**src/sel_pkg.sv**
```systemverilog
// Constants, types and helpers shared by the serial EEPROM configuration loader.
// Summary of operation
// - Fundamental reset loads prescaler for 100 KHz when slow strap set, else 400 KHz.
// - Load runs on fundamental or hot reset only in modes using EEPROM init.
// - Bus address is 101 followed by the four address pins, then read/write bit.
// - Bytes read from address zero until done block ends or address wraps.
// - Every register update is one full 32-bit word write.
// - Block address is a word address; byte address appends two zero bits.
// - Single block: address low, type plus address high, four data bytes LSB first.
// - Type one block carries start address, word count, then that many data words.
// - Type three block holds checksum and type and ends the load.
// - Write to an unmapped address is dropped and flags unmapped_write_flag.
// - Shared bus needs an arbitrating external master; split buses need none.
// - The slave port reads and writes every software-visible register.
// - Each interface has one clock pin, one data pin, four address pins.
// - Sixteen-bit byte addressing covers parts from 4 KB to 64 KB.
// - All bytes read, checksum included, must sum to 0xFF in eight bits.
// - Any error aborts and records cause, then sets hold_in_reset_flag and done in the same cycle.
// - Block type two is invalid; flag bad_block_error_flag and abort.
// - ignore_checksum_errors suppresses checksum mismatch as an error.
package sel_pkg;

  localparam int          CLK_KHZ    = 250000;
  localparam int          SLOW_KHZ   = 100;
  localparam int          FAST_KHZ   = 400;
  localparam int          QTR_PER_BIT = 4;
  localparam logic [15:0] PRESC_SLOW =
    16'((CLK_KHZ + QTR_PER_BIT * SLOW_KHZ - 1) / (QTR_PER_BIT * SLOW_KHZ));
  localparam logic [15:0] PRESC_FAST =
    16'((CLK_KHZ + QTR_PER_BIT * FAST_KHZ - 1) / (QTR_PER_BIT * FAST_KHZ));

  localparam logic [7:0]  OFS_CTRL      = 8'h00;
  localparam logic [7:0]  OFS_STAT      = 8'h04;
  localparam logic [7:0]  OFS_SWITCH_CONTROL_REG     = 8'h08;
  localparam int          CTRL_IGN_BIT  = 16;
  localparam int          STAT_BUSY_BIT = 4;
  localparam int          SWITCH_CONTROL_REG_HOLD_BIT = 0;

  localparam logic [2:0]  DEV_ADDR_TOP = 3'h5;
  localparam logic        RW_WRITE     = 1'b0;
  localparam logic        RW_READ      = 1'b1;
  localparam logic [15:0] EE_START     = 16'h0000;
  localparam logic [15:0] EE_LAST      = 16'hffff;
  localparam logic [3:0]  BIT_ACK      = 4'h8;
  localparam logic [1:0]  DW_LAST_BYTE = 2'h3;
  localparam logic [7:0]  SUM_GOOD     = 8'hff;

  localparam logic [1:0]  TYPE_SINGLE = 2'h0;
  localparam logic [1:0]  TYPE_SEQ    = 2'h1;
  localparam logic [1:0]  TYPE_BAD    = 2'h2;
  localparam logic [1:0]  TYPE_DONE   = 2'h3;

  typedef enum logic [1:0] {OP_START, OP_STOP, OP_WRITE, OP_READ} sel_op_t;
  typedef enum logic [1:0] {Q_SETUP, Q_RISE, Q_HIGH, Q_FALL} sel_qtr_t;

  typedef struct packed {
    logic        nack;
    logic        bad_block;
    logic        unmapped;
    logic        done;
  } sel_stat_t;

  typedef struct packed {
    logic [15:0] addr;
    logic [31:0] data;
  } sel_cfg_wr_t;

  function automatic logic [7:0] dev_byte(input logic [3:0] pins, input logic rw);
    dev_byte = {DEV_ADDR_TOP, pins, rw};
  endfunction

endpackage

```
**src/sel_sync.sv**
```systemverilog
// Three-stage input synchroniser that accepts a change once the last two stages agree.
`timescale 1ns/100ps
`default_nettype none
module sel_sync #(
  parameter int           W   = 1,
  parameter logic [W-1:0] RST = '0
) (
  input  wire logic         clk,
  input  wire logic         reset_n,
  input  wire logic [W-1:0] din,
  output logic      [W-1:0] dout
);

  logic [W-1:0] s1_q;
  logic [W-1:0] s2_q;
  logic [W-1:0] s3_q;
  logic [W-1:0] out_q;
  logic [W-1:0] out_d;
  logic [W-1:0] agree;

  always_comb
  begin
    agree = ~(s2_q ^ s3_q);
    out_d = (agree & s3_q) | (~agree & out_q);
  end

  always_ff @(posedge clk or negedge reset_n)
  begin
    if (!reset_n)
    begin
      s1_q  <= RST;
      s2_q  <= RST;
      s3_q  <= RST;
      out_q <= RST;
    end
    else
    begin
      s1_q  <= din;
      s2_q  <= s1_q;
      s3_q  <= s2_q;
      out_q <= out_d;
    end
  end

  assign dout = out_q;

endmodule
`default_nettype wire

```
**src/sel_tick.sv**
```systemverilog
// Quarter-bit tick generator driven by the bus clock prescaler.
`timescale 1ns/100ps
`default_nettype none
module sel_tick #(
  parameter int W = 16
) (
  input  wire logic         clk,
  input  wire logic         reset_n,
  input  wire logic [W-1:0] period,
  input  wire logic         run,
  output logic              tick
);

  logic [W-1:0] cnt_q;
  logic [W-1:0] cnt_d;
  logic         tick_q;
  logic         tick_d;

  always_comb
  begin
    cnt_d  = cnt_q + W'(1);
    tick_d = 1'b0;
    if (!run)
    begin
      cnt_d = '0;
    end
    else if (cnt_q + W'(1) >= period)
    begin
      cnt_d  = '0;
      tick_d = 1'b1;
    end
  end

  always_ff @(posedge clk or negedge reset_n)
  begin
    if (!reset_n)
    begin
      cnt_q  <= '0;
      tick_q <= 1'b0;
    end
    else
    begin
      cnt_q  <= cnt_d;
      tick_q <= tick_d;
    end
  end

  assign tick = tick_q;

endmodule
`default_nettype wire

```
**src/sel_loader.sv**
```systemverilog
// Serial EEPROM configuration loader: bus master engine, block parser and registers.
//
// Local design decisions: the register offsets and the strobed register port.
`timescale 1ns/100ps
`default_nettype none
module sel_loader #(
  parameter logic [15:0] EEPROM_MODES = 16'h0001
) (
  input  wire logic                 clk,
  input  wire logic                 reset_n,
  input  wire logic                 fund_reset_start,
  input  wire logic                 hot_reset_start,
  input  wire logic [3:0]           switch_operating_mode,
  input  wire logic                 master_slow_mode_strap,
  input  wire logic [3:0]           eeprom_address_pins,
  input  wire logic                 scl_i,
  output logic                      scl_o,
  output logic                      scl_oe,
  input  wire logic                 sda_i,
  output logic                      sda_o,
  output logic                      sda_oe,
  output sel_pkg::sel_cfg_wr_t      cfg_wr,
  output logic                      cfg_wr_valid,
  input  wire logic                 cfg_wr_mapped,
  input  wire logic [7:0]           reg_addr,
  input  wire logic [31:0]          reg_wdata,
  input  wire logic                 reg_wr,
  input  wire logic                 reg_rd,
  output logic [31:0]               reg_rdata,
  output logic                      load_busy,
  output logic                      eeprom_done,
  output logic                      hold_in_reset
);

  typedef enum logic [3:0] {L_IDLE, L_START1, L_DEVW, L_MHI, L_MLO, L_START2, L_DEVR,
                            L_READ, L_LAST, L_STOP, L_FIN} sel_seq_t;
  typedef enum logic [2:0] {P_ALO, P_AHI, P_CLO, P_CHI, P_DATA} sel_parse_t;

  // ************************************************************
  // Pin sampling and bit timing.
  // ************************************************************

  logic [2:0] pins_s;
  logic       scl_s;
  logic       sda_s;
  logic       strap_s;
  logic       tick;
  logic [15:0] presc_q;
  logic        e_act_q;

  sel_sync #(
    .W   (3),
    .RST (3'h3)
  ) u_sync (
    .clk     (clk),
    .reset_n (reset_n),
    .din     ({master_slow_mode_strap, sda_i, scl_i}),
    .dout    (pins_s)
  );

  assign scl_s   = pins_s[0];
  assign sda_s   = pins_s[1];
  assign strap_s = pins_s[2];

  sel_tick #(
    .W (16)
  ) u_tick (
    .clk     (clk),
    .reset_n (reset_n),
    .period  (presc_q),
    .run     (e_act_q),
    .tick    (tick)
  );

  // ************************************************************
  // Byte engine: start, stop, write byte, read byte.
  // ************************************************************

  sel_pkg::sel_op_t  e_op_q;
  sel_pkg::sel_op_t  e_op_d;
  sel_pkg::sel_qtr_t e_qtr_q;
  sel_pkg::sel_qtr_t e_qtr_d;
  sel_pkg::sel_op_t  cmd_op;
  logic        e_act_d;
  logic [3:0]  e_bit_q;
  logic [3:0]  e_bit_d;
  logic [7:0]  e_sh_q;
  logic [7:0]  e_sh_d;
  logic        e_ack_q;
  logic        e_ack_d;
  logic        e_nack_q;
  logic        e_nack_d;
  logic        e_done_q;
  logic        e_done_d;
  logic        scl_oe_q;
  logic        scl_oe_d;
  logic        sda_oe_q;
  logic        sda_oe_d;
  logic        cmd_go;
  logic [7:0]  cmd_byte;
  logic        cmd_ack;

  // Whether data is pulled low during the setup quarter of a slot.
  function automatic logic setup_low(input sel_pkg::sel_op_t op, input logic [3:0] bit_idx,
                                     input logic top, input logic ack);
    case (op)
      sel_pkg::OP_STOP:  setup_low = 1'b1;
      sel_pkg::OP_WRITE: setup_low = (bit_idx != sel_pkg::BIT_ACK) && !top;
      sel_pkg::OP_READ:  setup_low = (bit_idx == sel_pkg::BIT_ACK) && ack;
      default:           setup_low = 1'b0;
    endcase
  endfunction

  always_comb
  begin
    e_act_d  = e_act_q;
    e_op_d   = e_op_q;
    e_qtr_d  = e_qtr_q;
    e_bit_d  = e_bit_q;
    e_sh_d   = e_sh_q;
    e_ack_d  = e_ack_q;
    e_nack_d = e_nack_q;
    e_done_d = 1'b0;
    scl_oe_d = scl_oe_q;
    sda_oe_d = sda_oe_q;
    if (!e_act_q)
    begin
      if (cmd_go)
      begin
        e_act_d  = 1'b1;
        e_op_d   = cmd_op;
        e_sh_d   = cmd_byte;
        e_ack_d  = cmd_ack;
        e_bit_d  = '0;
        e_qtr_d  = sel_pkg::Q_SETUP;
        scl_oe_d = 1'b1;
        sda_oe_d = setup_low(cmd_op, '0, cmd_byte[7], cmd_ack);
      end
    end
    else if (tick && !(e_qtr_q == sel_pkg::Q_RISE && !scl_s))
    begin
      case (e_qtr_q)
        sel_pkg::Q_SETUP:
        begin
          e_qtr_d  = sel_pkg::Q_RISE;
          scl_oe_d = 1'b0;
        end
        sel_pkg::Q_RISE:
        begin
          e_qtr_d = sel_pkg::Q_HIGH;
          if (e_op_q == sel_pkg::OP_START)
          begin
            sda_oe_d = 1'b1;
          end
          else if (e_op_q == sel_pkg::OP_STOP)
          begin
            sda_oe_d = 1'b0;
          end
          else if (e_bit_q != sel_pkg::BIT_ACK)
          begin
            e_sh_d = {e_sh_q[6:0], sda_s};
          end
          else
          begin
            e_nack_d = sda_s;
          end
        end
        sel_pkg::Q_HIGH:
        begin
          e_qtr_d  = sel_pkg::Q_FALL;
          scl_oe_d = (e_op_q != sel_pkg::OP_STOP);
        end
        default:
        begin
          if (e_op_q == sel_pkg::OP_START || e_op_q == sel_pkg::OP_STOP ||
              e_bit_q == sel_pkg::BIT_ACK)
          begin
            e_act_d  = 1'b0;
            e_done_d = 1'b1;
          end
          else
          begin
            e_bit_d  = e_bit_q + 4'h1;
            e_qtr_d  = sel_pkg::Q_SETUP;
            sda_oe_d = setup_low(e_op_q, e_bit_q + 4'h1, e_sh_q[7], e_ack_q);
          end
        end
      endcase
    end
  end

  always_ff @(posedge clk or negedge reset_n)
  begin
    if (!reset_n)
    begin
      e_act_q  <= 1'b0;
      e_op_q   <= sel_pkg::OP_STOP;
      e_qtr_q  <= sel_pkg::Q_SETUP;
      e_bit_q  <= '0;
      e_sh_q   <= '0;
      e_ack_q  <= 1'b0;
      e_nack_q <= 1'b0;
      e_done_q <= 1'b0;
      scl_oe_q <= 1'b0;
      sda_oe_q <= 1'b0;
    end
    else
    begin
      e_act_q  <= e_act_d;
      e_op_q   <= e_op_d;
      e_qtr_q  <= e_qtr_d;
      e_bit_q  <= e_bit_d;
      e_sh_q   <= e_sh_d;
      e_ack_q  <= e_ack_d;
      e_nack_q <= e_nack_d;
      e_done_q <= e_done_d;
      scl_oe_q <= scl_oe_d;
      sda_oe_q <= sda_oe_d;
    end
  end

  // ************************************************************
  // Load sequencer and configuration block parser.
  // ************************************************************

  sel_seq_t    l_q;
  sel_seq_t    l_d;
  sel_parse_t  p_q;
  sel_parse_t  p_d;
  logic [3:0]  apins_q;
  logic [3:0]  apins_d;
  logic [15:0] maddr_q;
  logic [15:0] maddr_d;
  logic [7:0]  sum_q;
  logic [7:0]  sum_d;
  logic [7:0]  alo_q;
  logic [7:0]  alo_d;
  logic [13:0] dwa_q;
  logic [13:0] dwa_d;
  logic [15:0] cnt_q;
  logic [15:0] cnt_d;
  logic [1:0]  bidx_q;
  logic [1:0]  bidx_d;
  logic [31:0] word_q;
  logic [31:0] word_d;
  logic        err_q;
  logic        err_d;
  sel_pkg::sel_cfg_wr_t wr_q;
  sel_pkg::sel_cfg_wr_t wr_d;
  logic        wv_q;
  logic        wv_d;
  logic        ign_q;
  logic        issue;
  logic [7:0]  rx;
  logic        set_done;
  logic        set_bad;
  logic        set_nack;
  logic        set_hold;
  logic        clr_done;

  assign issue = !e_act_q && !e_done_q;
  assign rx    = e_sh_q;

  always_comb
  begin
    l_d      = l_q;
    p_d      = p_q;
    apins_d  = apins_q;
    maddr_d  = maddr_q;
    sum_d    = sum_q;
    alo_d    = alo_q;
    dwa_d    = dwa_q;
    cnt_d    = cnt_q;
    bidx_d   = bidx_q;
    word_d   = word_q;
    err_d    = err_q;
    wr_d     = wr_q;
    wv_d     = 1'b0;
    cmd_go   = 1'b0;
    cmd_op   = sel_pkg::OP_START;
    cmd_byte = '0;
    cmd_ack  = 1'b0;
    set_done = 1'b0;
    set_bad  = 1'b0;
    set_nack = 1'b0;
    set_hold = 1'b0;
    clr_done = 1'b0;
    case (l_q)
      L_START1, L_START2: cmd_op = sel_pkg::OP_START;
      L_DEVW:
      begin
        cmd_op   = sel_pkg::OP_WRITE;
        cmd_byte = sel_pkg::dev_byte(apins_q, sel_pkg::RW_WRITE);
      end
      L_MHI:
      begin
        cmd_op   = sel_pkg::OP_WRITE;
        cmd_byte = sel_pkg::EE_START[15:8];
      end
      L_MLO:
      begin
        cmd_op   = sel_pkg::OP_WRITE;
        cmd_byte = sel_pkg::EE_START[7:0];
      end
      L_DEVR:
      begin
        cmd_op   = sel_pkg::OP_WRITE;
        cmd_byte = sel_pkg::dev_byte(apins_q, sel_pkg::RW_READ);
      end
      L_READ:
      begin
        cmd_op  = sel_pkg::OP_READ;
        cmd_ack = 1'b1;
      end
      L_LAST:  cmd_op = sel_pkg::OP_READ;
      default: cmd_op = sel_pkg::OP_STOP;
    endcase
    cmd_go = issue && (l_q != L_IDLE) && (l_q != L_FIN);
    case (l_q)
      L_IDLE:
      begin
        if ((fund_reset_start || hot_reset_start) &&
            EEPROM_MODES[switch_operating_mode])
        begin
          l_d      = L_START1;
          p_d      = P_ALO;
          apins_d  = eeprom_address_pins;
          maddr_d  = sel_pkg::EE_START;
          sum_d    = '0;
          err_d    = 1'b0;
          clr_done = 1'b1;
        end
      end
      L_START1:
      begin
        if (e_done_q)
        begin
          l_d = L_DEVW;
        end
      end
      L_START2:
      begin
        if (e_done_q)
        begin
          l_d = L_DEVR;
        end
      end
      L_DEVW, L_MHI, L_MLO, L_DEVR:
      begin
        if (e_done_q && e_nack_q)
        begin
          set_nack = 1'b1;
          err_d    = 1'b1;
          l_d      = L_STOP;
        end
        else if (e_done_q)
        begin
          l_d = (l_q == L_DEVW) ? L_MHI : (l_q == L_MHI) ? L_MLO :
                (l_q == L_MLO) ? L_START2 : L_READ;
        end
      end
      L_READ:
      begin
        if (e_done_q)
        begin
          sum_d   = sum_q + rx;
          maddr_d = maddr_q + 16'h1;
          if (maddr_q == sel_pkg::EE_LAST)
          begin
            l_d = L_LAST;
          end
          case (p_q)
            P_ALO:
            begin
              alo_d = rx;
              p_d   = P_AHI;
            end
            P_AHI:
            begin
              dwa_d  = {rx[5:0], alo_q};
              bidx_d = '0;
              case (rx[7:6])
                sel_pkg::TYPE_SINGLE:
                begin
                  cnt_d = 16'h1;
                  p_d   = P_DATA;
                end
                sel_pkg::TYPE_SEQ: p_d = P_CLO;
                sel_pkg::TYPE_BAD:
                begin
                  set_bad = 1'b1;
                  err_d   = 1'b1;
                  l_d     = L_LAST;
                end
                default:
                begin
                  l_d = L_LAST;
                  if (sum_q + rx != sel_pkg::SUM_GOOD && !ign_q)
                  begin
                    set_bad = 1'b1;
                    err_d   = 1'b1;
                  end
                end
              endcase
            end
            P_CLO:
            begin
              cnt_d = {8'h00, rx};
              p_d   = P_CHI;
            end
            P_CHI:
            begin
              cnt_d = {rx, cnt_q[7:0]};
              p_d   = ({rx, cnt_q[7:0]} == 16'h0) ? P_ALO : P_DATA;
            end
            default:
            begin
              word_d = {rx, word_q[31:8]};
              bidx_d = bidx_q + 2'h1;
              if (bidx_q == sel_pkg::DW_LAST_BYTE)
              begin
                wv_d      = 1'b1;
                wr_d.addr = {dwa_q, 2'b00};
                wr_d.data = {rx, word_q[31:8]};
                dwa_d     = dwa_q + 14'h1;
                cnt_d     = cnt_q - 16'h1;
                if (cnt_q == 16'h1)
                begin
                  p_d = P_ALO;
                end
              end
            end
          endcase
        end
      end
      L_LAST:
      begin
        if (e_done_q)
        begin
          l_d = L_STOP;
        end
      end
      L_STOP:
      begin
        if (e_done_q)
        begin
          l_d = L_FIN;
        end
      end
      default:
      begin
        set_hold = err_q;
        set_done = 1'b1;
        l_d      = L_IDLE;
      end
    endcase
  end

  always_ff @(posedge clk or negedge reset_n)
  begin
    if (!reset_n)
    begin
      l_q     <= L_IDLE;
      p_q     <= P_ALO;
      apins_q <= '0;
      maddr_q <= '0;
      sum_q   <= '0;
      alo_q   <= '0;
      dwa_q   <= '0;
      cnt_q   <= '0;
      bidx_q  <= '0;
      word_q  <= '0;
      err_q   <= 1'b0;
      wr_q    <= '0;
      wv_q    <= 1'b0;
    end
    else
    begin
      l_q     <= l_d;
      p_q     <= p_d;
      apins_q <= apins_d;
      maddr_q <= maddr_d;
      sum_q   <= sum_d;
      alo_q   <= alo_d;
      dwa_q   <= dwa_d;
      cnt_q   <= cnt_d;
      bidx_q  <= bidx_d;
      word_q  <= word_d;
      err_q   <= err_d;
      wr_q    <= wr_d;
      wv_q    <= wv_d;
    end
  end

  // ************************************************************
  // Software registers.
  // ************************************************************

  sel_pkg::sel_stat_t stat_q;
  sel_pkg::sel_stat_t stat_d;
  logic [15:0] presc_d;
  logic        ign_d;
  logic        hold_q;
  logic        hold_d;
  logic [31:0] rdata_q;
  logic [31:0] rdata_d;

  always_comb
  begin
    presc_d = presc_q;
    ign_d   = ign_q;
    stat_d  = stat_q;
    hold_d  = hold_q;
    rdata_d = '0;
    if (fund_reset_start)
    begin
      presc_d = strap_s ? sel_pkg::PRESC_SLOW : sel_pkg::PRESC_FAST;
    end
    else if (reg_wr && reg_addr == sel_pkg::OFS_CTRL)
    begin
      presc_d = reg_wdata[15:0];
      ign_d   = reg_wdata[sel_pkg::CTRL_IGN_BIT];
    end
    if (reg_wr && reg_addr == sel_pkg::OFS_STAT)
    begin
      stat_d = stat_q & ~reg_wdata[$bits(sel_pkg::sel_stat_t)-1:0];
    end
    if (reg_wr && reg_addr == sel_pkg::OFS_SWITCH_CONTROL_REG)
    begin
      hold_d = reg_wdata[sel_pkg::SWITCH_CONTROL_REG_HOLD_BIT];
    end
    if (clr_done)
    begin
      stat_d.done = 1'b0;
    end
    stat_d.done      = stat_d.done | set_done;
    stat_d.unmapped  = stat_d.unmapped | (wv_q && !cfg_wr_mapped);
    stat_d.bad_block = stat_d.bad_block | set_bad;
    stat_d.nack      = stat_d.nack | set_nack;
    hold_d           = hold_d | set_hold;
    if (reg_rd)
    begin
      case (reg_addr)
        sel_pkg::OFS_CTRL:  rdata_d = {15'h0000, ign_q, presc_q};
        sel_pkg::OFS_STAT:  rdata_d = {27'h0000000, (l_q != L_IDLE), stat_q};
        sel_pkg::OFS_SWITCH_CONTROL_REG: rdata_d = {31'h00000000, hold_q};
        default:            rdata_d = '0;
      endcase
    end
  end

  always_ff @(posedge clk or negedge reset_n)
  begin
    if (!reset_n)
    begin
      presc_q <= sel_pkg::PRESC_FAST;
      ign_q   <= 1'b0;
      stat_q  <= '0;
      hold_q  <= 1'b0;
      rdata_q <= '0;
    end
    else
    begin
      presc_q <= presc_d;
      ign_q   <= ign_d;
      stat_q  <= stat_d;
      hold_q  <= hold_d;
      rdata_q <= rdata_d;
    end
  end

  assign scl_o         = 1'b0;
  assign sda_o         = 1'b0;
  assign scl_oe        = scl_oe_q;
  assign sda_oe        = sda_oe_q;
  assign cfg_wr        = wr_q;
  assign cfg_wr_valid  = wv_q;
  assign reg_rdata     = rdata_q;
  assign load_busy     = (l_q != L_IDLE);
  assign eeprom_done   = stat_q.done;
  assign hold_in_reset = hold_q;

endmodule
`default_nettype wire

```
**config.mk**
```make
export PLATFORM = sky130hd
export DESIGN_NAME = sel_loader
export DESIGN_NICKNAME = d
export VERILOG_FILES = /design/src/sel_pkg.sv /design/src/sel_sync.sv /design/src/sel_tick.sv /design/src/sel_loader.sv
export SDC_FILE = /design/constraint.sdc
export NUM_CORES = 1
export LEC_CHECK = 0
export CORE_ASPECT_RATIO = 0.8
export CORE_MARGIN = 1
export CORE_UTILIZATION = 30
export CTS_BUF_LIST = sky130_fd_sc_hd__clkbuf_8
export DETAILED_ROUTE_END_ITERATION = 10
export DONT_BUFFER_PORTS = 1
export GPL_ROUTABILITY_DRIVEN = 0
export PLACE_DENSITY_LB_ADDON = 0.08
export SLEW_MARGIN = 20
export SYNTH_ARGS = -nofsm -noshare
export SYNTH_HDL_FRONTEND = slang
export SYNTH_SLANG_ARGS = --single-unit
export TNS_END_PERCENT = 1
```
**constraint.sdc**
```tcl
create_clock -name clk -period 2.5 [get_ports clk]
set_input_delay 0.75 -clock clk [delete_from_list [all_inputs] [get_ports clk]]
set_output_delay 0.75 -clock clk [all_outputs]
set_load 0.005 [all_outputs]
```
Word-level counts from Yosys, hierarchy flattened. Memories as Yosys holds them, arrays and structs flattened. Index checks and enable logic that the tools add are counted.

Add/subtract/negate cells: 7. Eq/ne operators: 60. Order comparisons: 2. Muxes and demuxes: 112. Reduce and logical (&&, ||, !) cells: 69. Bitwise logic cells: 22.

Operators by type and width (number): 2-to-1 mux 16 bit (8); 2-to-1 mux 8 bit (9); 2-to-1 mux 4 bit (17); case mux 16 bit (4 select lines) (1); case mux 17 bit (3 select lines) (1); 2-to-1 mux 1 bit (43); adder 16 x 1 -> 16 bit, second input constant (2); case mux 16 bit (2 select lines) (1); case mux 8 bit (2 select lines) (2); case mux 14 bit (2 select lines) (1); case mux 4 bit (7 select lines) (1); inequality test 2 bit, second input constant (13); AND reduction 6 bit (4); 2-to-1 mux 3 bit (6); AND reduction 3 bit (6); 2-to-1 mux 17 bit (1); == test 16 x 1 -> 1 bit, second input constant (1); == test 16 bit, second input constant (1); == test 4 x 3 -> 1 bit, second input constant (4); == test 4 bit, second input constant (4); greater-or-equal comparator 16 bit (1); logical NOT 16 bit (1); subtractor 16 x 1 -> 16 bit, second input constant (1); adder 14 x 1 -> 14 bit, second input constant (1); 56 further kinds (142).

Memory bits (read-only): 16. Output and inout port bits: 88. Register bits: 260. Memories: 1.

Memories: (name not given) (words 16, width 1, rd ports 1, clocked after memory_dff 0, write ports 0, RTL line sel_loader.sv:323) `EEPROM_MODES[switch_operating_mode])`.

Logic depth before layout (Yosys ltp). Gate-level depths: netlist of run 1.

Word-level depth: 9. Depth in mapped cells: 14. Mapped depth without buffers: 13.

Modules after synthesis. From an unflattened synthesis of run 1, not the netlist that was laid out.

Cell total of the unflattened synthesis: 1121. Area, all modules: 11547.3 µm².

By module, submodules not included: sel_loader (instances 1, area each 9984.6 µm², cells an instance 973); sel_tick (instances 1, area each 1218.7 µm², cells an instance 133); sel_sync (instances 1, area each 344.1 µm², cells an instance 15).

Worst setup path after synthesis of run 1. OpenSTA, ideal clock, no wires.

Path kind: reg-to-reg. Start point: reg u_tick.cnt_q[0]. End point: reg u_tick.cnt_q[10]. Required time: 2.368 ns. Cell stages (with the launch flop): 13. Slack: -0.191 ns. Buffers on the path: 1. Arrival: 2.558 ns. Period minus slack after synthesis: 2.691 ns. Cell sequence: dfrtp_1 > ha_1 > nand3_1 > inv_1 > nand3_1 > nor2_1 > xor2_1 > ha_1 > nand4_1 > o311a_1 > o211ai_1 > clkbuf_1 > nor2b_1.

Cells in the longest elaborated chain, start to end: 4.

RTL lines: start: declaration (RTL line sel_tick.sv:14) `logic [W-1:0] cnt_q;`; start signal: assignment (RTL line sel_tick.sv:43) `cnt_q <= cnt_d;`; adder 16 x 1 -> 16 bit * (RTL line sel_tick.sv:21, sel_tick.sv:27); greater-or-equal comparator 16 bit (RTL line sel_tick.sv:27) `else if (cnt_q + W'(1) >= period)`; 2-to-1 mux 16 bit * (RTL line sel_tick.sv:27); 2-to-1 mux 16 bit * (RTL line sel_tick.sv:23) `if (!run)`; via u_tick.cnt_d[10] (RTL line sel_tick.sv:15) `logic [W-1:0] cnt_d;`.

The timed path passes the listed nets; every way through them passes the cells marked *. A chain may end at the register's enable or synchronous reset.

Final worst setup path of run 1.
Start point: reg u_tick.cnt_q[4]. End point: reg u_tick.cnt_q[7].

Same word-level chain as after synthesis.

==> results of run 1 <==
sequential cells by signal, indices dropped and copies added, names as in the netlist, 3 cells and up, named ones only:
register      flops
u_sync.s2_q       3
word_q           24
e_sh_q            8
alo_q             8
u_sync.s3_q       3
apins_q           4
stat_q            3
cnt_q            16
dwa_q            14
u_sync.s1_q       3
reg_rdata        17
cfg_wr           46
maddr_q          16
l_q               4
e_bit_q           4
sum_q             8
presc_q          16
p_q               3
u_tick.cnt_q     16
power groups by stage:
stage | logic, mW | registers [mW] | clock network [mW]
final | 1.31 | 4.16 | 3.68
after detailed placement | 1.31 | 4.22 | 0
after CTS | 1.33 | 4.16 | 3.85
after global placement | 1.31 | 4.22 | 0
after global routing | 1.46 | 4.17 | 4.01
after floorplan | 0.791 | 4.18 | 0
final cells by class:
cell class	count	share of cell area, %
clock inverters	24	0.959
well taps	487	4.54
multi-input cells	785	38.4
repair buffers	87	5.24
inverters	41	1.15
flip-flops and latches	237	44.3
clock buffers	53	5.43
routing by layer:
| metal | part of all wire, % | global-route usage (%) | vias to the layer above |
|---|---|---|---|
| met5 | 0 | 0 | - |
| met4 | 1.8 | 4.34 | 0 |
| met3 | 4.4 | 3.68 | 45 |
| met2 | 42 | 23.4 | 130 |
| met1 | 51 | 23.4 | 4029 |
| li1 | - | - | 4061 |
synthesized netlist by cell type, drive strengths merged, types with 10 or more instances:
library cell  instances  area share, %
xnor2                13           0.99
xor2                 16            1.2
nor3                 28            1.3
ha                   37            4.0
nor4                 11           0.71
mux2                 83            8.2
o21ai                91            4.0
buf                  36            2.0
a211oi               10           0.70
a21oi                82            3.6
dfrtp               223             49
dfstp                14            3.2
inv                  41            1.3
nand3                35            1.5
nand2               100            3.3
and3                 13           0.71
clkbuf               35            1.1
a22oi                11           0.72
nor2b                24            1.3
nor2                 97            3.2
kinds of logic after synthesis:
| family | share of synthesized area (%) |
|---|---|
| AOI/OAI and AO/OA | 13.0 |
| adders and majority gates | 4.48 |
| DFF | 52.0 |
| and+or+nand+nor | 14.9 |
| muxes | 8.87 |
| buffers and inverters | 4.52 |
| xor gates and xnor gates | 2.22 |
| other | 0.0328 |
stage by stage:
stage          power, mW  hold slack [ns]
2_1_floorplan       4.97            0.331
3_3_place_gp        5.53            0.348
3_5_place_dp        5.54            0.340
4_1_cts             9.34           -0.173
5_1_grt             9.65           -0.171
6_report            9.14           -0.120
timing repair:
action,in CTS,in global routing
gates resized for setup,7,9
hold endpoints to repair,226,223
buffers inserted,0,0
endpoints found under the setup margin,17,18
pin swaps,4,1
gates cloned,0,0
path summary, 6_finish.rpt:
| kind | startpoint | to | slack [ns] |
|---|---|---|---|
| max in group asynchronous | reset_n | dwa_q[7] | 2.00 |
| min in group clk | sda_i | u_sync.s1_q[1] | 0.18 |
| min | reset_n | reg_rdata[14] | -0.12 |
| max | u_tick.cnt_q[4] | u_tick.cnt_q[7] | -0.03 |
| max reg2reg | u_tick.cnt_q[4] | u_tick.cnt_q[7] | -0.03 |
| min reg2reg | u_sync.s1_q[2] | u_sync.s2_q[2] | 0.35 |
==> flow_metrics.env, run 1 <==
export IMPL_outcome="finished, violations left"
export IMPL_violations="design-rule violations, negative hold slack, negative setup slack"
export IMPL_fin_skew_ns=0.0230
export IMPL_design_area_um2=13400
export IMPL_cp_end_kind="register"
export IMPL_postRouteAntennaNets=0
export IMPL_drive_gt1_share_pct=22.8
export IMPL_worst_hold_slack_ns=-0.120
export IMPL_drc=6
export IMPL_drtIter0Drc=538
export IMPL_place_area_um2=12500
export IMPL_clkSinkCount=237
export IMPL_pin_count=146
export IMPL_yosysUniqueCellTypes=66
export IMPL_grt_max_degree=238
export IMPL_root_buffer="clkbuf_8"
export IMPL_slew_headroom_pct=52.0
export IMPL_seqPwrFrac_pct=45.5
export IMPL_die_w_um=220
export IMPL_wl_um=30400
export IMPL_clkPwrFrac_pct=40.3
export IMPL_synthCells=1116
export IMPL_tritoncts="yes"
export IMPL_grt_pass1_wl_um=48500
export IMPL_syn_avg_cell_area_um2=10.3
export IMPL_cp_num_cells=13
export IMPL_synth_warnings=0
export IMPL_fmax_mhz=395
export IMPL_cp_arrival_ns=3.03
export IMPL_final_instance_count_excl_fill=1714
export IMPL_cap_violations=0
export IMPL_multi_input_area_um2=5160
export IMPL_ys_seq_area_share_pct=52.0
export IMPL_p_int_mw=6.59
export IMPL_sw_frac_of_total_pct=27.9
export IMPL_viasPerCell=4.82
export IMPL_ys_ff_latch=237
export IMPL_worst_pin_slew_ns=0.720
export IMPL_grt_setup_unrepaired="yes"
export IMPL_cts_max_level=2
export IMPL_diodes=0
export IMPL_cts_buffer_depth=3
export IMPL_grt_antenna_before_repair=1
export IMPL_reg2reg_depth=13
export IMPL_coreArea_um2=37300
export IMPL_crit_chain="and3_4 > and3_4 > nand2_1 > nor2_2 > nand3_2 > xnor2_2 > ha_1 > a21o_1 > a21o_1 > a21oi_2 > o211ai_1 > buf_4 > nor2b_1"
export IMPL_rows=63
export IMPL_crit_family="simple AND/OR/NAND/NOR gates"
export IMPL_via_count=8265
export IMPL_hp_class="in2async"
export IMPL_hold_viol=95
export IMPL_clk_latency_ns=0.57
export IMPL_grt_pass1_vias=8351
export IMPL_power_density_nw_per_um2=681
export IMPL_dieArea_um2=38900
export IMPL_ir_drop_mv=0.314
export IMPL_die_h_um=177
export IMPL_setup_tns_ns=-0.105
export IMPL_n_fill_cell=3796
export IMPL_synth_edff_count=0
export IMPL_period_share_pct=101
export IMPL_power_leakage_nw=6.39
export IMPL_power_switching_mw=2.55
export IMPL_worst_path_max_fanout=11
export IMPL_seqCellArea_um2=5950
export IMPL_port_buffers=0
export IMPL_min_period_ns=2.53
export IMPL_dr_pass1_iters=10
export IMPL_area_growth_pct=17.4
export IMPL_netlist_area_um2=11400
export IMPL_grtUsageTotal_pct=16.0
export IMPL_synthFlopType="dfrtp_1"
export IMPL_clk_pin_slew_worst_paths_ns=0.06
export IMPL_slowest_stage="dfrtp_1"
export IMPL_setup_viol=12
export IMPL_layout_cells_most_common_list="dfrtp_1, nand2_1, nor2_1"
export IMPL_final_nets=1291
export IMPL_path_class="reg2reg"
export IMPL_initial_core_util_pct=30.7
export IMPL_hpwl_um=20300
export IMPL_cts_buffers_inserted=43
export IMPL_numPlacedInstances=1637
export IMPL_worst_slack_ns=-0.0310
export IMPL_drv_slew=0
export IMPL_fin_util_pct=36.0
export IMPL_critPathBufInv=1
export IMPL_dp_slack_ns=-0.200
export IMPL_synthArstFlopShare_pct=100
export IMPL_start_kind="register"
export IMPL_critPathRequiredTime_ns=2.99
export IMPL_cpPeakStageDelay_ns=0.35
export IMPL_final_common_cell="dfrtp_1"
export IMPL_grt_ovfl_total=0
export IMPL_avgRoutedWirePerCell_um=17.8
export IMPL_combPwrFrac_pct=14.3
No activity file was read; power rests on OpenSTA's default activity.
==> inputs of run 2 (changes only) <==
--- a/config.mk
+++ b/config.mk
@@ -8,7 +8,6 @@
 export CORE_ASPECT_RATIO = 0.8
 export CORE_MARGIN = 1
 export CORE_UTILIZATION = 30
-export CTS_BUF_LIST = sky130_fd_sc_hd__clkbuf_8
 export DETAILED_ROUTE_END_ITERATION = 10
 export DONT_BUFFER_PORTS = 1
 export GPL_ROUTABILITY_DRIVEN = 0
==> run 2 against run 1 <==
Effect of this change:
- critical endpoint is now u_tick.cnt_q[9]
- register-to-register slack got worse by 0.04 ns
- sequential cell count stayed put
- clock skew is 0.0037 ns lower
- fmax shrank 1.5%
- clock power rose by 16%
- worst hold slack better by 0.011 ns
- via count increased by 0.11%
- the run still ends with design-rule violations, negative hold slack, negative setup slack left
- sequential power hardly changed
- cell area up 1.8%
- non-clock buffer count rose by 4
==> flow_metrics.env, run 2 (synthesis gave the netlist of run 1 again) <==
export IMPL_cpPeakStageDelay_ns=0.34
export IMPL_diodes=0
export IMPL_dieArea_um2=38900
export IMPL_worst_slack_ns=-0.0698
export IMPL_power_density_nw_per_um2=714
export IMPL_die_w_um=220
export IMPL_grt_max_degree=238
export IMPL_fin_skew_ns=0.0193
export IMPL_cts_buffer_depth=3
export IMPL_largest_reg_flops=46
export IMPL_period_share_pct=103
export IMPL_n_fill_cell=3766
export IMPL_fin_util_pct=36.7
export IMPL_postRouteAntennaNets=0
export IMPL_min_period_ns=2.57
export IMPL_grt_pass1_wl_um=48300
export IMPL_initial_core_util_pct=30.7
export IMPL_coreArea_um2=37300
export IMPL_cap_violations=0
export IMPL_power_leakage_nw=6.38
export IMPL_clk_latency_ns=0.56
export IMPL_grt_setup_unrepaired="yes"
export IMPL_via_count=8274
export IMPL_slowest_stage="dfrtp_1"
export IMPL_final_nets=1280
export IMPL_path_class="reg2reg"
export IMPL_fmax_mhz=389
export IMPL_grt_ovfl_total=0
export IMPL_crit_chain="and3_4 > and3_4 > nand2_4 > nor2_4 > nand3_2 > xnor2_2 > ha_1 > a21o_1 > a21o_1 > a21oi_2 > o211ai_1 > buf_4 > buf_6 > nor2b_1"
export IMPL_cp_end_kind="register"
export IMPL_p_total_mw=9.77
export IMPL_pin_count=146
export IMPL_worst_path_max_fanout=5
export IMPL_cts_max_level=1
export IMPL_critPathRequiredTime_ns=2.99
export IMPL_reg2reg_slack_ns=-0.07
export IMPL_layout_cells_most_common_list="dfrtp_1, nand2_1, nor2_1"
export IMPL_hp_class="in2async"
export IMPL_cp_arrival_ns=3.06
export IMPL_grt_pass1_vias=8237
export IMPL_violations="design-rule violations, negative hold slack, negative setup slack"
export IMPL_root_buffer="clkbuf_16"
export IMPL_avgRoutedWirePerCell_um=18.0
export IMPL_drtIter0Drc=482
export IMPL_tritoncts="yes"
export IMPL_ir_drop_mv=0.445
export IMPL_clk_pin_slew_worst_paths_ns=0.06
export IMPL_clkSinkCount=237
export IMPL_worst_pin_slew_ns=0.741
export IMPL_port_buffers=0
export IMPL_slew_headroom_pct=50.6
export IMPL_drc=6
export IMPL_setup_tns_ns=-0.575
export IMPL_drv_slew=0
export IMPL_wl_um=30500
export IMPL_cts_buffers_inserted=28
export IMPL_worst_hold_slack_ns=-0.110
export IMPL_die_h_um=177
export IMPL_viasPerCell=4.89
export IMPL_dr_pass1_iters=10
export IMPL_area_growth_pct=19.5
export IMPL_start_kind="register"
export IMPL_rows=63
export IMPL_reg2reg_depth=14
export IMPL_r2r_start="u_tick.cnt_q[3]"
export IMPL_dp_slack_ns=-0.200
export IMPL_grtUsageTotal_pct=15.9
export IMPL_hpwl_um=20300
export IMPL_crit_family="simple AND/OR/NAND/NOR gates"
export IMPL_setup_viol=12
export IMPL_outcome="finished, violations left"
export IMPL_timing_rr_end="u_tick.cnt_q[9]"
export IMPL_critPathBufInv=2
export IMPL_final_common_cell="dfrtp_1"
export IMPL_drive_gt1_share_pct=23.0
export IMPL_grt_antenna_before_repair=1
export IMPL_hold_viol=86
-- run 2: metal layers --
metal	wire length, um	global-route usage [%]	vias to the layer above	share of wire (%)
met3	1320	3.16	38	4.3
met5	0	0	-	0
li1	-	-	4052	-
met1	15400	23.5	4061	50
met4	553	3.39	0	1.8
met2	13200	23.6	123	43
-- run 2: worst max path at each step --
stage,startpoint,to,slack (ns),cells after the start
3_5_place_dp,e_sh_q[0],err_q,-0.20,10
2_1_floorplan,u_tick.cnt_q[0],u_tick.cnt_q[10],0.003,12
5_1_grt,u_tick.cnt_q[2],u_tick.cnt_q[10],-0.18,13
6_report,u_tick.cnt_q[3],u_tick.cnt_q[9],-0.07,14
4_1_cts,u_tick.cnt_q[3],u_tick.cnt_q[7],-0.08,13
3_3_place_gp,e_sh_q[0],err_q,-0.24,10
-- run 2: power by group --
| part | internal (mW) | total [mW] | leakage, nW | switching [mW] |
|---|---|---|---|---|
| Combinational | 0.578 | 1.34 | 2.75 | 0.760 |
| Sequential | 4.01 | 4.17 | 3.17 | 0.153 |
| Clock | 2.61 | 4.26 | 0.462 | 1.66 |
| Total | 7.20 | 9.77 | 6.38 | 2.57 |
-- run 2: cell type report --
cell class / instances / area, um2 / share of cell area, %
sequential: 237 / 5950 / 43.5
tap: 487 / 609 / 4.46
inverter: 41 / 154 / 1.13
timing repair buffer: 91 / 748 / 5.47
multi-input combinational: 785 / 5260 / 38.4
clock inverter: 9 / 163 / 1.19
clock buffer: 43 / 797 / 5.83
-- run 2: timing repair --
action                                  4_1_cts  5_1_grt
resized for setup                             7       32
pin swaps                                     4       23
buffers inserted                              0        3
gates cloned                                  0        1
endpoints found under the setup margin       18       18
endpoints found under the hold margin       223      223
-- run 2: metrics by stage --
stage                     cell area, um2  instances
after CTS                          13500       1689
after global routing               13700       1693
after global placement             12500       1637
final                              13700       1693
after floorplan                    11500       1134
after detailed placement           12500       1637
-- run 2: worst reg2reg max path: stages, from the launching register on --
cell and delay (ns):
dfrtp_1 0.34, and3_4 0.19, and3_4 0.21, nand2_4 0.07, nor2_4 0.15, nand3_2 0.09
xnor2_2 0.20, ha_1 0.26, a21o_1 0.17, a21o_1 0.17, a21oi_2 0.16, o211ai_1 0.12
buf_4 0.16, buf_6 0.12, nor2b_1 0.10
==> inputs of run 3 (changes only) <==
==> constraint.sdc (replaced) <==
create_clock -name clk -period 2.4 [get_ports clk]
set_input_delay 0.72 -clock clk [delete_from_list [all_inputs] [get_ports clk]]
set_output_delay 0.72 -clock clk [all_outputs]
set_load 0.005 [all_outputs]
==> run 3 against run 2 <==
Effect of this change:
- the run still ends with design-rule violations, negative hold slack, negative setup slack left
- largest power group unchanged
- first-iteration DRC count increased by 12%
- final cell count increased by 0.12%
- worst setup slack got worse by 0.15 ns
- global-route usage decreased by 0.20 points
- worst hold slack got worse by 0.024 ns
- fmax decreased by 2.1%
- sequential power increased by 4%
- clock skew decreased by 0.0013 ns
- die area unchanged
==> flow_metrics.env, run 3 (synthesis gave the netlist of run 1 again) <==
export IMPL_power_leakage_nw=6.45
export IMPL_cts_buffers_inserted=26
export IMPL_cts_buffer_depth=3
export IMPL_power_density_nw_per_um2=762
export IMPL_start_kind="register"
export IMPL_largest_reg_flops=46
export IMPL_hp_class="in2async"
export IMPL_avgRoutedWirePerCell_um=17.7
export IMPL_die_h_um=177
export IMPL_grt_pass1_vias=8199
export IMPL_cp_end_kind="register"
export IMPL_area_growth_pct=19.9
export IMPL_initial_core_util_pct=30.7
export IMPL_hpwl_um=19900
export IMPL_viasPerCell=4.85
export IMPL_worst_slack_ns=-0.224
export IMPL_clk_latency_ns=0.56
export IMPL_diodes=0
export IMPL_grt_ovfl_total=0
export IMPL_tritoncts="yes"
export IMPL_rows=63
export IMPL_setup_viol=17
export IMPL_fin_skew_ns=0.0180
export IMPL_grtUsageTotal_pct=15.7
export IMPL_pin_count=146
export IMPL_hold_viol=223
export IMPL_r2r_start="u_tick.cnt_q[0]"
export IMPL_die_w_um=220
export IMPL_clkSinkCount=237
export IMPL_slew_headroom_pct=62.5
export IMPL_root_buffer="clkbuf_16"
export IMPL_grt_pass1_wl_um=48000
export IMPL_cp_arrival_ns=3.06
export IMPL_drv_slew=0
export IMPL_fmax_mhz=381
export IMPL_drive_gt1_share_pct=23.8
export IMPL_wl_um=30000
export IMPL_violations="design-rule violations, negative hold slack, negative setup slack"
export IMPL_layout_cells_most_common_list="dfrtp_1, nand2_1, nor2_1"
export IMPL_grt_max_degree=238
export IMPL_worst_pin_slew_ns=0.561
export IMPL_cts_max_level=1
export IMPL_outcome="finished, violations left"
export IMPL_worst_path_max_fanout=5
export IMPL_grt_antenna_before_repair=0
export IMPL_ir_drop_mv=0.607
export IMPL_drtIter0Drc=540
export IMPL_coreArea_um2=37300
export IMPL_port_buffers=0
export IMPL_cap_violations=0
export IMPL_via_count=8218
export IMPL_reg2reg_depth=12
export IMPL_path_class="reg2reg"
export IMPL_crit_start="u_tick.cnt_q[0]"
export IMPL_postRouteAntennaNets=0
export IMPL_critPathRequiredTime_ns=2.84
export IMPL_final_common_cell="dfrtp_1"
export IMPL_drc=7
export IMPL_dieArea_um2=38900
export IMPL_period_share_pct=109
export IMPL_final_nets=1284
export IMPL_clk_pin_slew_worst_paths_ns=0.06
export IMPL_dr_pass1_iters=7
export IMPL_grt_setup_unrepaired="yes"
export IMPL_worst_hold_slack_ns=-0.134
export IMPL_setup_tns_ns=-3.21
export IMPL_min_period_ns=2.62
## run 3: cell count changes in the layout (fill, tap and decap cells not counted), sizes merged
cell | previous run | this run
clkbuf | 43 | 34
clkinv | 4 | 7
buf | 91 | 97
clkinvlp | 1 | 0
bufinv | 4 | 6
inv | 41 | 42
## run 3: metal layers
| layer | global-route usage, % | vias to the layer above | share of wire (%) |
|---|---|---|---|
| met5 | 0 | - | 0 |
| met4 | 3.05 | 0 | 1.6 |
| met3 | 3.35 | 39 | 4.5 |
| met2 | 23.1 | 114 | 42 |
| met1 | 23.4 | 4032 | 52 |
| li1 | - | 4033 | - |
## run 3: final timing paths
kind	to	slack, ns
worst max-delay path	u_tick.cnt_q[7]	-0.22
worst min-delay path	presc_q[5]	-0.13
worst max register to register	u_tick.cnt_q[7]	-0.22
worst min register to register	u_sync.s2_q[2]	0.35
max in group asynchronous	maddr_q[15]	2.20
min in group clk	u_sync.s1_q[0]	0.17
## run 3: layout make-up
cell class,count,area (um2)
repair buffers,97,782
clock buffers,34,751
fillers,3750,23600
multi-input cells,785,5240
flip-flops and latches,237,5950
inverters,41,154
clock inverters,14,235
well taps,487,609
## run 3: power by group
| group | switching, mW | internal (mW) | total, mW | leakage (nW) |
|---|---|---|---|---|
| clock | 1.74 | 2.85 | 4.59 | 0.492 |
| sequential | 0.147 | 4.18 | 4.32 | 3.17 |
| combinational | 0.834 | 0.709 | 1.54 | 2.79 |
## run 3: critical path: stages, from the launching register on
cell      delay (ns)
dfrtp_1         0.42
buf_4           0.15
and3_4          0.19
nand2_4         0.09
nor2_4          0.04
buf_6           0.11
xor2_2          0.14
ha_1            0.30
nand4_1         0.10
o311a_1         0.35
o211ai_1        0.32
buf_4           0.24
nor2b_1         0.06
## run 3: stage by stage
step	worst slack, ns	cells	power [mW]	cell area, um2	utilization (%)
detailed placement	-0.328	1638	5.81	12500	33.5
CTS	-0.143	1689	10.6	13600	36.4
global placement	-0.287	1638	5.82	12500	33.5
floorplan	-0.0859	1134	5.18	11500	-
finish	-0.224	1695	10.5	13700	36.8
global route	-0.330	1695	11.0	13700	36.8
## run 3: what timing repair did
item	in CTS	in global routing
resized for setup	10	23
hold endpoints to repair	223	223
cloned	0	1
setup buffers	3	6
pin swaps	3	11
setup endpoints to repair	19	22
